**src/shared/cal_gpio_pkg.sv**
```systemverilog
// Constants shared by the calibration and pin register bank
package cal_gpio_pkg;
  // Register addresses
  localparam logic [6:0] ADDR_RESERVED_0A     = 7'h0A;
  localparam logic [6:0] ADDR_OFFSET_LOW      = 7'h0B;
  localparam logic [6:0] ADDR_OFFSET_HIGH     = 7'h0C;
  localparam logic [6:0] ADDR_RESERVED_0D     = 7'h0D;
  localparam logic [6:0] ADDR_GAIN_LOW        = 7'h0E;
  localparam logic [6:0] ADDR_GAIN_HIGH       = 7'h0F;
  localparam logic [6:0] ADDR_PIN_STATE       = 7'h10;
  localparam logic [6:0] ADDR_PIN_FUNCTION    = 7'h11;
  // Values after reset
  localparam logic [7:0] RST_RESERVED         = 8'h00;
  localparam logic [7:0] RST_OFFSET_LOW       = 8'h00;
  localparam logic [7:0] RST_OFFSET_HIGH      = 8'h00;
  localparam logic [7:0] RST_GAIN_LOW         = 8'h00;
  localparam logic [7:0] RST_GAIN_HIGH        = 8'h40;
  localparam logic [3:0] RST_PIN_DIR          = 4'h0;
  localparam logic [3:0] RST_PIN_LEVEL        = 4'h0;
  localparam logic [3:0] RST_PIN_FUNCTION     = 4'h0;
  // Field positions
  localparam int         PIN_DIR_LSB          = 4;
  localparam int         PIN_LEVEL_LSB        = 0;
  // Serial frame: command byte then data byte
  localparam int         CMD_BITS             = 8;
  localparam int         FRAME_BITS           = 16;
  localparam int         READ_FLAG_BIT        = 7;
endpackage : cal_gpio_pkg

```
**src/shared/reg_access_if.sv**
```systemverilog
// Register access carrier between serial port and register bank
`timescale 1ns/100ps
interface reg_access_if;
  logic [6:0] addr;
  logic [7:0] wdata;
  logic       wr_stb;
  logic [7:0] rdata;
  modport port (output addr, output wdata, output wr_stb, input rdata);
  modport regs (input addr, input wdata, input wr_stb, output rdata);
endinterface : reg_access_if

```
**src/spi_reg_port.sv**
```systemverilog
// Mode 1 serial slave that turns frames into register reads and writes
`timescale 1ns/100ps
module spi_reg_port
  import cal_gpio_pkg::*;
(
  // Clock and reset
  input  wire logic clk_in,
  input  wire logic rst_n_in,
  // Serial pins
  input  wire logic sclk_in,
  input  wire logic cs_n_in,
  input  wire logic mosi_in,
  output logic      miso_out,
  output logic      miso_oe_out,
  // Register side
  reg_access_if.port bus
);
  import cal_gpio_pkg::*;

  logic       sclk_d,  next_sclk_d;
  logic [4:0] bit_cnt, next_bit_cnt;
  logic [7:0] shift,   next_shift;
  logic [7:0] cmd,     next_cmd;
  logic [7:0] tx,      next_tx;
  logic [7:0] wdata,   next_wdata;
  logic       load,    next_load;
  logic       miso,    next_miso;
  logic       wr_stb,  next_wr_stb;
  logic       rise;
  logic       fall;

  assign rise = sclk_in & ~sclk_d;
  assign fall = ~sclk_in & sclk_d;

  // Frame decode: sample on falling edges, launch on rising edges
  always_comb
  begin
    next_sclk_d  = sclk_in;
    next_bit_cnt = bit_cnt;
    next_shift   = shift;
    next_cmd     = cmd;
    next_tx      = tx;
    next_wdata   = wdata;
    next_load    = 1'b0;
    next_miso    = miso;
    next_wr_stb  = 1'b0;
    if (cs_n_in)
    begin
      next_bit_cnt = 5'h00;
      next_miso    = 1'b0;
    end
    else
    begin
      if (fall && bit_cnt < 5'(FRAME_BITS))
      begin
        next_shift   = {shift[6:0], mosi_in};
        next_bit_cnt = bit_cnt + 5'h01;
        if (bit_cnt == 5'(CMD_BITS - 1))
        begin
          next_cmd  = {shift[6:0], mosi_in};
          next_load = 1'b1;
        end
        if (bit_cnt == 5'(FRAME_BITS - 1) && !cmd[READ_FLAG_BIT])
        begin
          next_wdata  = {shift[6:0], mosi_in};
          next_wr_stb = 1'b1;
        end
      end
      // Read data is fetched one cycle after the command lands
      if (load)
        next_tx = bus.rdata;
      if (rise && bit_cnt >= 5'(CMD_BITS))
      begin
        next_miso = tx[7];
        next_tx   = {tx[6:0], 1'b0};
      end
    end
  end

  always_ff @(posedge clk_in)
  begin
    if (!rst_n_in)
    begin
      sclk_d  <= 1'b0;
      bit_cnt <= 5'h00;
      shift   <= 8'h00;
      cmd     <= 8'h00;
      tx      <= 8'h00;
      wdata   <= 8'h00;
      load    <= 1'b0;
      miso    <= 1'b0;
      wr_stb  <= 1'b0;
    end
    else
    begin
      sclk_d  <= next_sclk_d;
      bit_cnt <= next_bit_cnt;
      shift   <= next_shift;
      cmd     <= next_cmd;
      tx      <= next_tx;
      wdata   <= next_wdata;
      load    <= next_load;
      miso    <= next_miso;
      wr_stb  <= next_wr_stb;
    end
  end

  assign bus.addr    = cmd[6:0];
  assign bus.wdata   = wdata;
  assign bus.wr_stb  = wr_stb;
  assign miso_out    = miso;
  assign miso_oe_out = ~cs_n_in;
endmodule : spi_reg_port

```
**src/calibration_and_gpio_regs.sv**
```systemverilog
// Calibration words and four-pin general-purpose register bank
// Operation
// - Register 0Ah is read-only and reads zero; host writes only zero.
// - Register 0Dh is read-only and reads zero; host writes only zero.
// - Offset word: low byte 0Bh, high byte 0Ch, both reset to zero.
// - Gain word: low byte 0Eh resets zero, high byte 0Fh resets 40h.
// - Pin state bits 7:4 set direction: 0 output (reset), 1 input.
// - Pin state bits 3:0 drive output pins, report sampled input pins.
// - Pin function bits 3:0: 0 analog (reset), 1 digital pin.
// - Pin function register at 11h; upper four bits read zero.
// - Six-input variant: pins start disabled until function bits set.
// - Serial access in mode 1: idle low, launch rising, sample falling.
`timescale 1ns/100ps
module calibration_and_gpio_regs
  import cal_gpio_pkg::*;
#(
  parameter int PIN_COUNT = 4
)
(
  // Clock and reset
  input  wire logic                 clk_in,
  input  wire logic                 rst_n_in,
  // Serial register port
  input  wire logic                 sclk_in,
  input  wire logic                 cs_n_in,
  input  wire logic                 mosi_in,
  output logic                      miso_out,
  output logic                      miso_oe_out,
  // General-purpose pins
  input  wire logic [PIN_COUNT-1:0] pin_in,
  output logic      [PIN_COUNT-1:0] pin_out,
  output logic      [PIN_COUNT-1:0] pin_oe_out,
  // Calibration words toward the conversion path
  output logic [15:0]               offset_correction_word_out,
  output logic [15:0]               gain_correction_word_out
);
  import cal_gpio_pkg::*;

  reg_access_if bus ();

  spi_reg_port u_port (
    .clk_in      (clk_in),
    .rst_n_in    (rst_n_in),
    .sclk_in     (sclk_in),
    .cs_n_in     (cs_n_in),
    .mosi_in     (mosi_in),
    .miso_out    (miso_out),
    .miso_oe_out (miso_oe_out),
    .bus         (bus.port)
  );

  // Address match, shared by the write decode and the read mux
  function automatic logic hit(input logic [6:0] a, input logic [6:0] off);
    hit = (a == off);
  endfunction : hit

  logic [7:0]           offset_corr_low,  next_offset_corr_low;
  logic [7:0]           offset_corr_high, next_offset_corr_high;
  logic [7:0]           gain_corr_low,    next_gain_corr_low;
  logic [7:0]           gain_corr_high,   next_gain_corr_high;
  logic [PIN_COUNT-1:0] pin_dir,          next_pin_dir;
  logic [PIN_COUNT-1:0] pin_level,        next_pin_level;
  logic [PIN_COUNT-1:0] pin_function,     next_pin_function;
  logic [PIN_COUNT-1:0] pin_oe,           next_pin_oe;
  logic [PIN_COUNT-1:0] level_view;

  // Register writes; read-only bytes simply ignore the strobe
  always_comb
  begin
    next_offset_corr_low  = offset_corr_low;
    next_offset_corr_high = offset_corr_high;
    next_gain_corr_low    = gain_corr_low;
    next_gain_corr_high   = gain_corr_high;
    next_pin_dir          = pin_dir;
    next_pin_level        = pin_level;
    next_pin_function     = pin_function;
    if (bus.wr_stb)
    begin
      if (hit(bus.addr, ADDR_OFFSET_LOW))
        next_offset_corr_low = bus.wdata;
      if (hit(bus.addr, ADDR_OFFSET_HIGH))
        next_offset_corr_high = bus.wdata;
      if (hit(bus.addr, ADDR_GAIN_LOW))
        next_gain_corr_low = bus.wdata;
      if (hit(bus.addr, ADDR_GAIN_HIGH))
        next_gain_corr_high = bus.wdata;
      if (hit(bus.addr, ADDR_PIN_STATE))
      begin
        next_pin_dir   = bus.wdata[PIN_DIR_LSB +: PIN_COUNT];
        next_pin_level = bus.wdata[PIN_LEVEL_LSB +: PIN_COUNT];
      end
      // Upper bits are dropped, so they always read back as zero
      if (hit(bus.addr, ADDR_PIN_FUNCTION))
        next_pin_function = bus.wdata[PIN_COUNT-1:0];
    end
    // Driver only on digital pins set as outputs
    next_pin_oe = next_pin_function & ~next_pin_dir;
  end

  // All control resets to analog use, so every pin starts disabled
  always_ff @(posedge clk_in)
  begin
    if (!rst_n_in)
    begin
      offset_corr_low  <= RST_OFFSET_LOW;
      offset_corr_high <= RST_OFFSET_HIGH;
      gain_corr_low    <= RST_GAIN_LOW;
      gain_corr_high   <= RST_GAIN_HIGH;
      pin_dir          <= RST_PIN_DIR;
      pin_level        <= RST_PIN_LEVEL;
      pin_function     <= RST_PIN_FUNCTION;
      pin_oe           <= '0;
    end
    else
    begin
      offset_corr_low  <= next_offset_corr_low;
      offset_corr_high <= next_offset_corr_high;
      gain_corr_low    <= next_gain_corr_low;
      gain_corr_high   <= next_gain_corr_high;
      pin_dir          <= next_pin_dir;
      pin_level        <= next_pin_level;
      pin_function     <= next_pin_function;
      pin_oe           <= next_pin_oe;
    end
  end

  // Input pins report the pin, output pins report the latch
  assign level_view = (pin_dir & pin_in) | (~pin_dir & pin_level);

  // Read mux; unmapped and reserved addresses read zero
  always_comb
  begin
    bus.rdata = RST_RESERVED;
    if (hit(bus.addr, ADDR_OFFSET_LOW))
      bus.rdata = offset_corr_low;
    if (hit(bus.addr, ADDR_OFFSET_HIGH))
      bus.rdata = offset_corr_high;
    if (hit(bus.addr, ADDR_GAIN_LOW))
      bus.rdata = gain_corr_low;
    if (hit(bus.addr, ADDR_GAIN_HIGH))
      bus.rdata = gain_corr_high;
    if (hit(bus.addr, ADDR_PIN_STATE))
      bus.rdata = {pin_dir, level_view};
    if (hit(bus.addr, ADDR_PIN_FUNCTION))
      bus.rdata = {4'h0, pin_function};
  end

  assign pin_out                    = pin_level;
  assign pin_oe_out                 = pin_oe;
  assign offset_correction_word_out = {offset_corr_high, offset_corr_low};
  assign gain_correction_word_out   = {gain_corr_high, gain_corr_low};
endmodule : calibration_and_gpio_regs

```
**config.mk**
```make
export PLATFORM = sky130hd
export DESIGN_NAME = calibration_and_gpio_regs
export DESIGN_NICKNAME = d
export VERILOG_FILES = /design/src/shared/cal_gpio_pkg.sv /design/src/shared/reg_access_if.sv /design/src/spi_reg_port.sv /design/src/calibration_and_gpio_regs.sv
export SDC_FILE = /design/constraint.sdc
export NUM_CORES = 1
export LEC_CHECK = 0
export BUFFER_PORTS_ARGS = -buffer_cell sky130_fd_sc_hd__buf_4
export CORE_UTILIZATION = 40
export DETAILED_ROUTE_END_ITERATION = 8
export HOLD_SLACK_MARGIN = 0.03
export SETUP_SLACK_MARGIN = 0.2
export SLEW_MARGIN = 20
export SYNTH_ARGS = -nofsm -noshare
export SYNTH_HDL_FRONTEND = slang
export SYNTH_HIERARCHICAL = 1
export SYNTH_SLANG_ARGS = --single-unit
```
**constraint.sdc**
```tcl
create_clock -name clk_in -period 3 [get_ports clk_in]
set_input_delay 0 -clock clk_in [delete_from_list [all_inputs] [get_ports clk_in]]
set_output_delay 0 -clock clk_in [all_outputs]
set_load 0.01 [all_outputs]
```
==> impl_metrics.json <==
{
  "grt_util_all_layers": 0.2030,
  "seq_area_frac_synth": 0.4294,
  "cts_root_buffer": "clkbuf_8",
  "dr.pass1.iters": 4,
  "ys_seq_elements": 88,
  "r2r-start": "u_port/cmd[5]",
  "grt_pass1_wl_um": 16140,
  "overflow": 0,
  "antenna_found_initial": 0,
  "drive_above_1_share": 0.2017,
  "clkTransAtPathRegs_ns": 0.08,
  "async_flop_share": 0,
  "finalNetCount": 469,
  "drtAntennaViolNets": 0,
  "num_antenna_cells": 0,
  "wl_um": 10170,
  "yosysTopAreaCell": "dfxtp_1",
  "drc_errors": 0,
  "ff2ff_path_depth": 7,
  "grt_pass1_vias": 3009,
  "cts_resized": 0,
  "synth_area_leaders": "dfxtp_1 43%, mux2i_1 18%, nor2b_1 7.0%, nand2_1 3.2%, mux2_2 2.7%",
  "layout_common_cells": "88 x dfxtp_1, 72 x mux2i_1, 53 x buf_4, 46 x nor2b_1, 35 x nand2_1",
  "hold_violations": 0,
  "syn_nets": 432,
  "fmax_mhz": 418.1,
  "die-area_um2": 10670,
  "dp.final_hpwl_um": 7170,
  "drt-wirelength-per-cell_um": 17.12,
  "end_kind": "register",
  "dr_total_vias": 3137,
  "ys_types": 49,
  "worst_pin_slew_ns": 0.8040,
  "netlist.area_leader.share": 0.4294,
  "cts_tree": "yes",
  "clock_skew_ns": 0.004071,
  "status": "finished, final reports clean",
  "fin_cells": 594,
  "p_leak_nw": 1.928,
  "crit_required_ns": 3.21,
  "max-vdd-ir-drop_mv": 0.2090,
  "p_comb_frac": 0.026,
  "clkLatencyLatePin_ns": 0.35,
  "rows": 36,
  "intPower_mw": 1.659,
  "cap_violations": 0,
  "gp_congestion": 0.8884,
  "startpoint": "u_port/cmd[5]",
  "synth_edf_count": 0,
  "postSynthCellCount": 420,
  "swShare": 0.2124,
  "syn-cell-area_um2": 4103,
  "grt_max_degree": 83,
  "die_w_um": 103.3,
  "areaGrowthSynthToFinish_pct": 15.19,
  "p_per_area_nw_per_um2": 445.8,
  "dp.cells": 576,
  "io_pins": 51,
  "worstSetupPathType": "reg -> reg",
  "final_common_cell": "dfxtp_1",
  "die_h_um": 103.3,
  "clockPowerShare": 0.419,
  "fill_cells": 956,
  "coreArea_um2": 9864,
  "r2r_slack_ns": 0.61,
  "clkSinkCount": 88,
  "synthFlopType": "dfxtp_1",
  "via_per_inst": 5.281,
  "setup_viol": 0,
  "p_switching_mw": 0.4474,
  "cts.path.max_buffers": 2,
  "period_minus_slack_ns": 2.392,
  "critPathCapture": "u_port/tx[2]",
  "start_util": 0.4159,
  "rsz0062_at_grt": "no",
  "postCtsSetupRepairBufs": 0,
  "drt_iter0_markers": 129,
  "final.period_utilization": 0.7973,
  "h-tree-depth": 3,
  "r2r_end": "u_port/tx[2]",
  "relSlewSlack": 0.4564,
  "setup-tns-final_ns": 0,
  "arrival_ns": 2.60,
  "hp-class": "in -> reg",
  "cts_buffers": 9,
  "critPathMaxFanout": 11,
  "yosysWarnings": 6,
  "synth.avg_cell_area_um2": 9.768,
  "ctsHoldBuffers": 3,
  "power_frac_seq": 0.555,
  "drv_slew": 0,
  "io_buffers": 50,
  "cp-start-kind": "register"
}
==> final cells by class <==
class                   instances  area (um^2)  area share
flip-flops and latches         88         1762      0.3728
multi-input cells             289         2118      0.4482
inverters                      13        48.80     0.01033
repair buffers                 56        427.9     0.09055
clock buffers                  12        135.1     0.02859
clock inverters                 3        67.56     0.01430
well taps                     133        166.4     0.03521
==> synthesized netlist by cell type, drive strengths merged, types with 2 or more instances <==
library cell	number
nand2b	3
o21ai	16
clkbuf	14
mux2	10
and3	3
nor2b	46
nor3	3
nand4	4
and3b	7
nor2	18
a21oi	20
or3	2
nand2	35
a32o	4
dfxtp	88
nor4	3
nand3b	2
inv	12
ha	3
a211oi	2
or3b	9
nor4b	2
mux2i	72
a221oi	10
buf	16
and2	3
o22ai	2
==> worst min-delay path by stage <==
| stage | start | endpoint | slack [ns] | depth (start not counted) |
|---|---|---|---|---|
| after floorplan | sclk_in | u_port/sclk_d | 0.12 | 1 |
| after global placement | mosi_in | u_port/shift[0] | 0.26 | 3 |
| after detailed placement | mosi_in | u_port/shift[0] | 0.26 | 3 |
| after CTS | rst_n_in | gain_corr_high[6] | 0.13 | 2 |
| after global routing | rst_n_in | gain_corr_high[6] | 0.20 | 2 |
| final | rst_n_in | gain_corr_high[6] | 0.16 | 2 |
==> registers in the layout (all words and copies together), names as in the netlist, 5 cells and up <==
| signal | flops |
|---|---|
| gain_corr_high | 8 |
| gain_corr_low | 8 |
| offset_corr_high | 8 |
| offset_corr_low | 8 |
| u_port/bit_cnt | 5 |
| u_port/bus.wdata | 8 |
| u_port/cmd | 8 |
| u_port/shift | 7 |
| u_port/tx | 8 |
==> worst max-delay path, cell delays in order, from the launching register on <==
cell and delay, ns:
dfxtp_1 0.37, nor4_1 0.62, and3b_2 0.43, o21a_1 0.16, a211oi_1 0.05, or3b_2 0.44
o21ai_0 0.08, a221oi_1 0.09
==> cell families after synthesis <==
kind of cell	share of synthesized area
compound gates	0.08966
xor+xnor	0.002135
fa+ha+maj	0.009150
buf+inv	0.05428
flops	0.4294
mux	0.2031
simple gates	0.2123
==> stage by stage <==
stage	instance area, um^2	hold slack [ns]	power (mW)	utilization	setup WS, ns
after detailed placement	4493	0.2582	1.250	0.4555	0.6388
after global routing	4726	0.1951	2.176	0.4791	0.4482
after CTS	4726	0.1349	2.121	0.4791	0.6266
final	4726	0.1604	2.107	0.4791	0.6083
after floorplan	4103	0.1217	1.231	-	0.7677
after global placement	4493	0.2562	1.249	0.4555	0.7443
==> power by group through the flow <==
stage / Sequential [mW] / Clock, mW / Combinational, mW
after floorplan: 1.20 / 0 / 0.0346
after global placement: 1.20 / 0 / 0.0518
after detailed placement: 1.20 / 0 / 0.0526
after CTS: 1.17 / 0.896 / 0.0556
after global routing: 1.17 / 0.945 / 0.0608
final: 1.17 / 0.882 / 0.0554
==> layer usage <==
metal	GRT usage	share of wire
met4	0.07692	0.016
met5	0	0
met3	0.02755	0.032
met2	0.3369	0.48
met1	0.2689	0.48
Note: power is estimated with default switching activity, not from simulation.
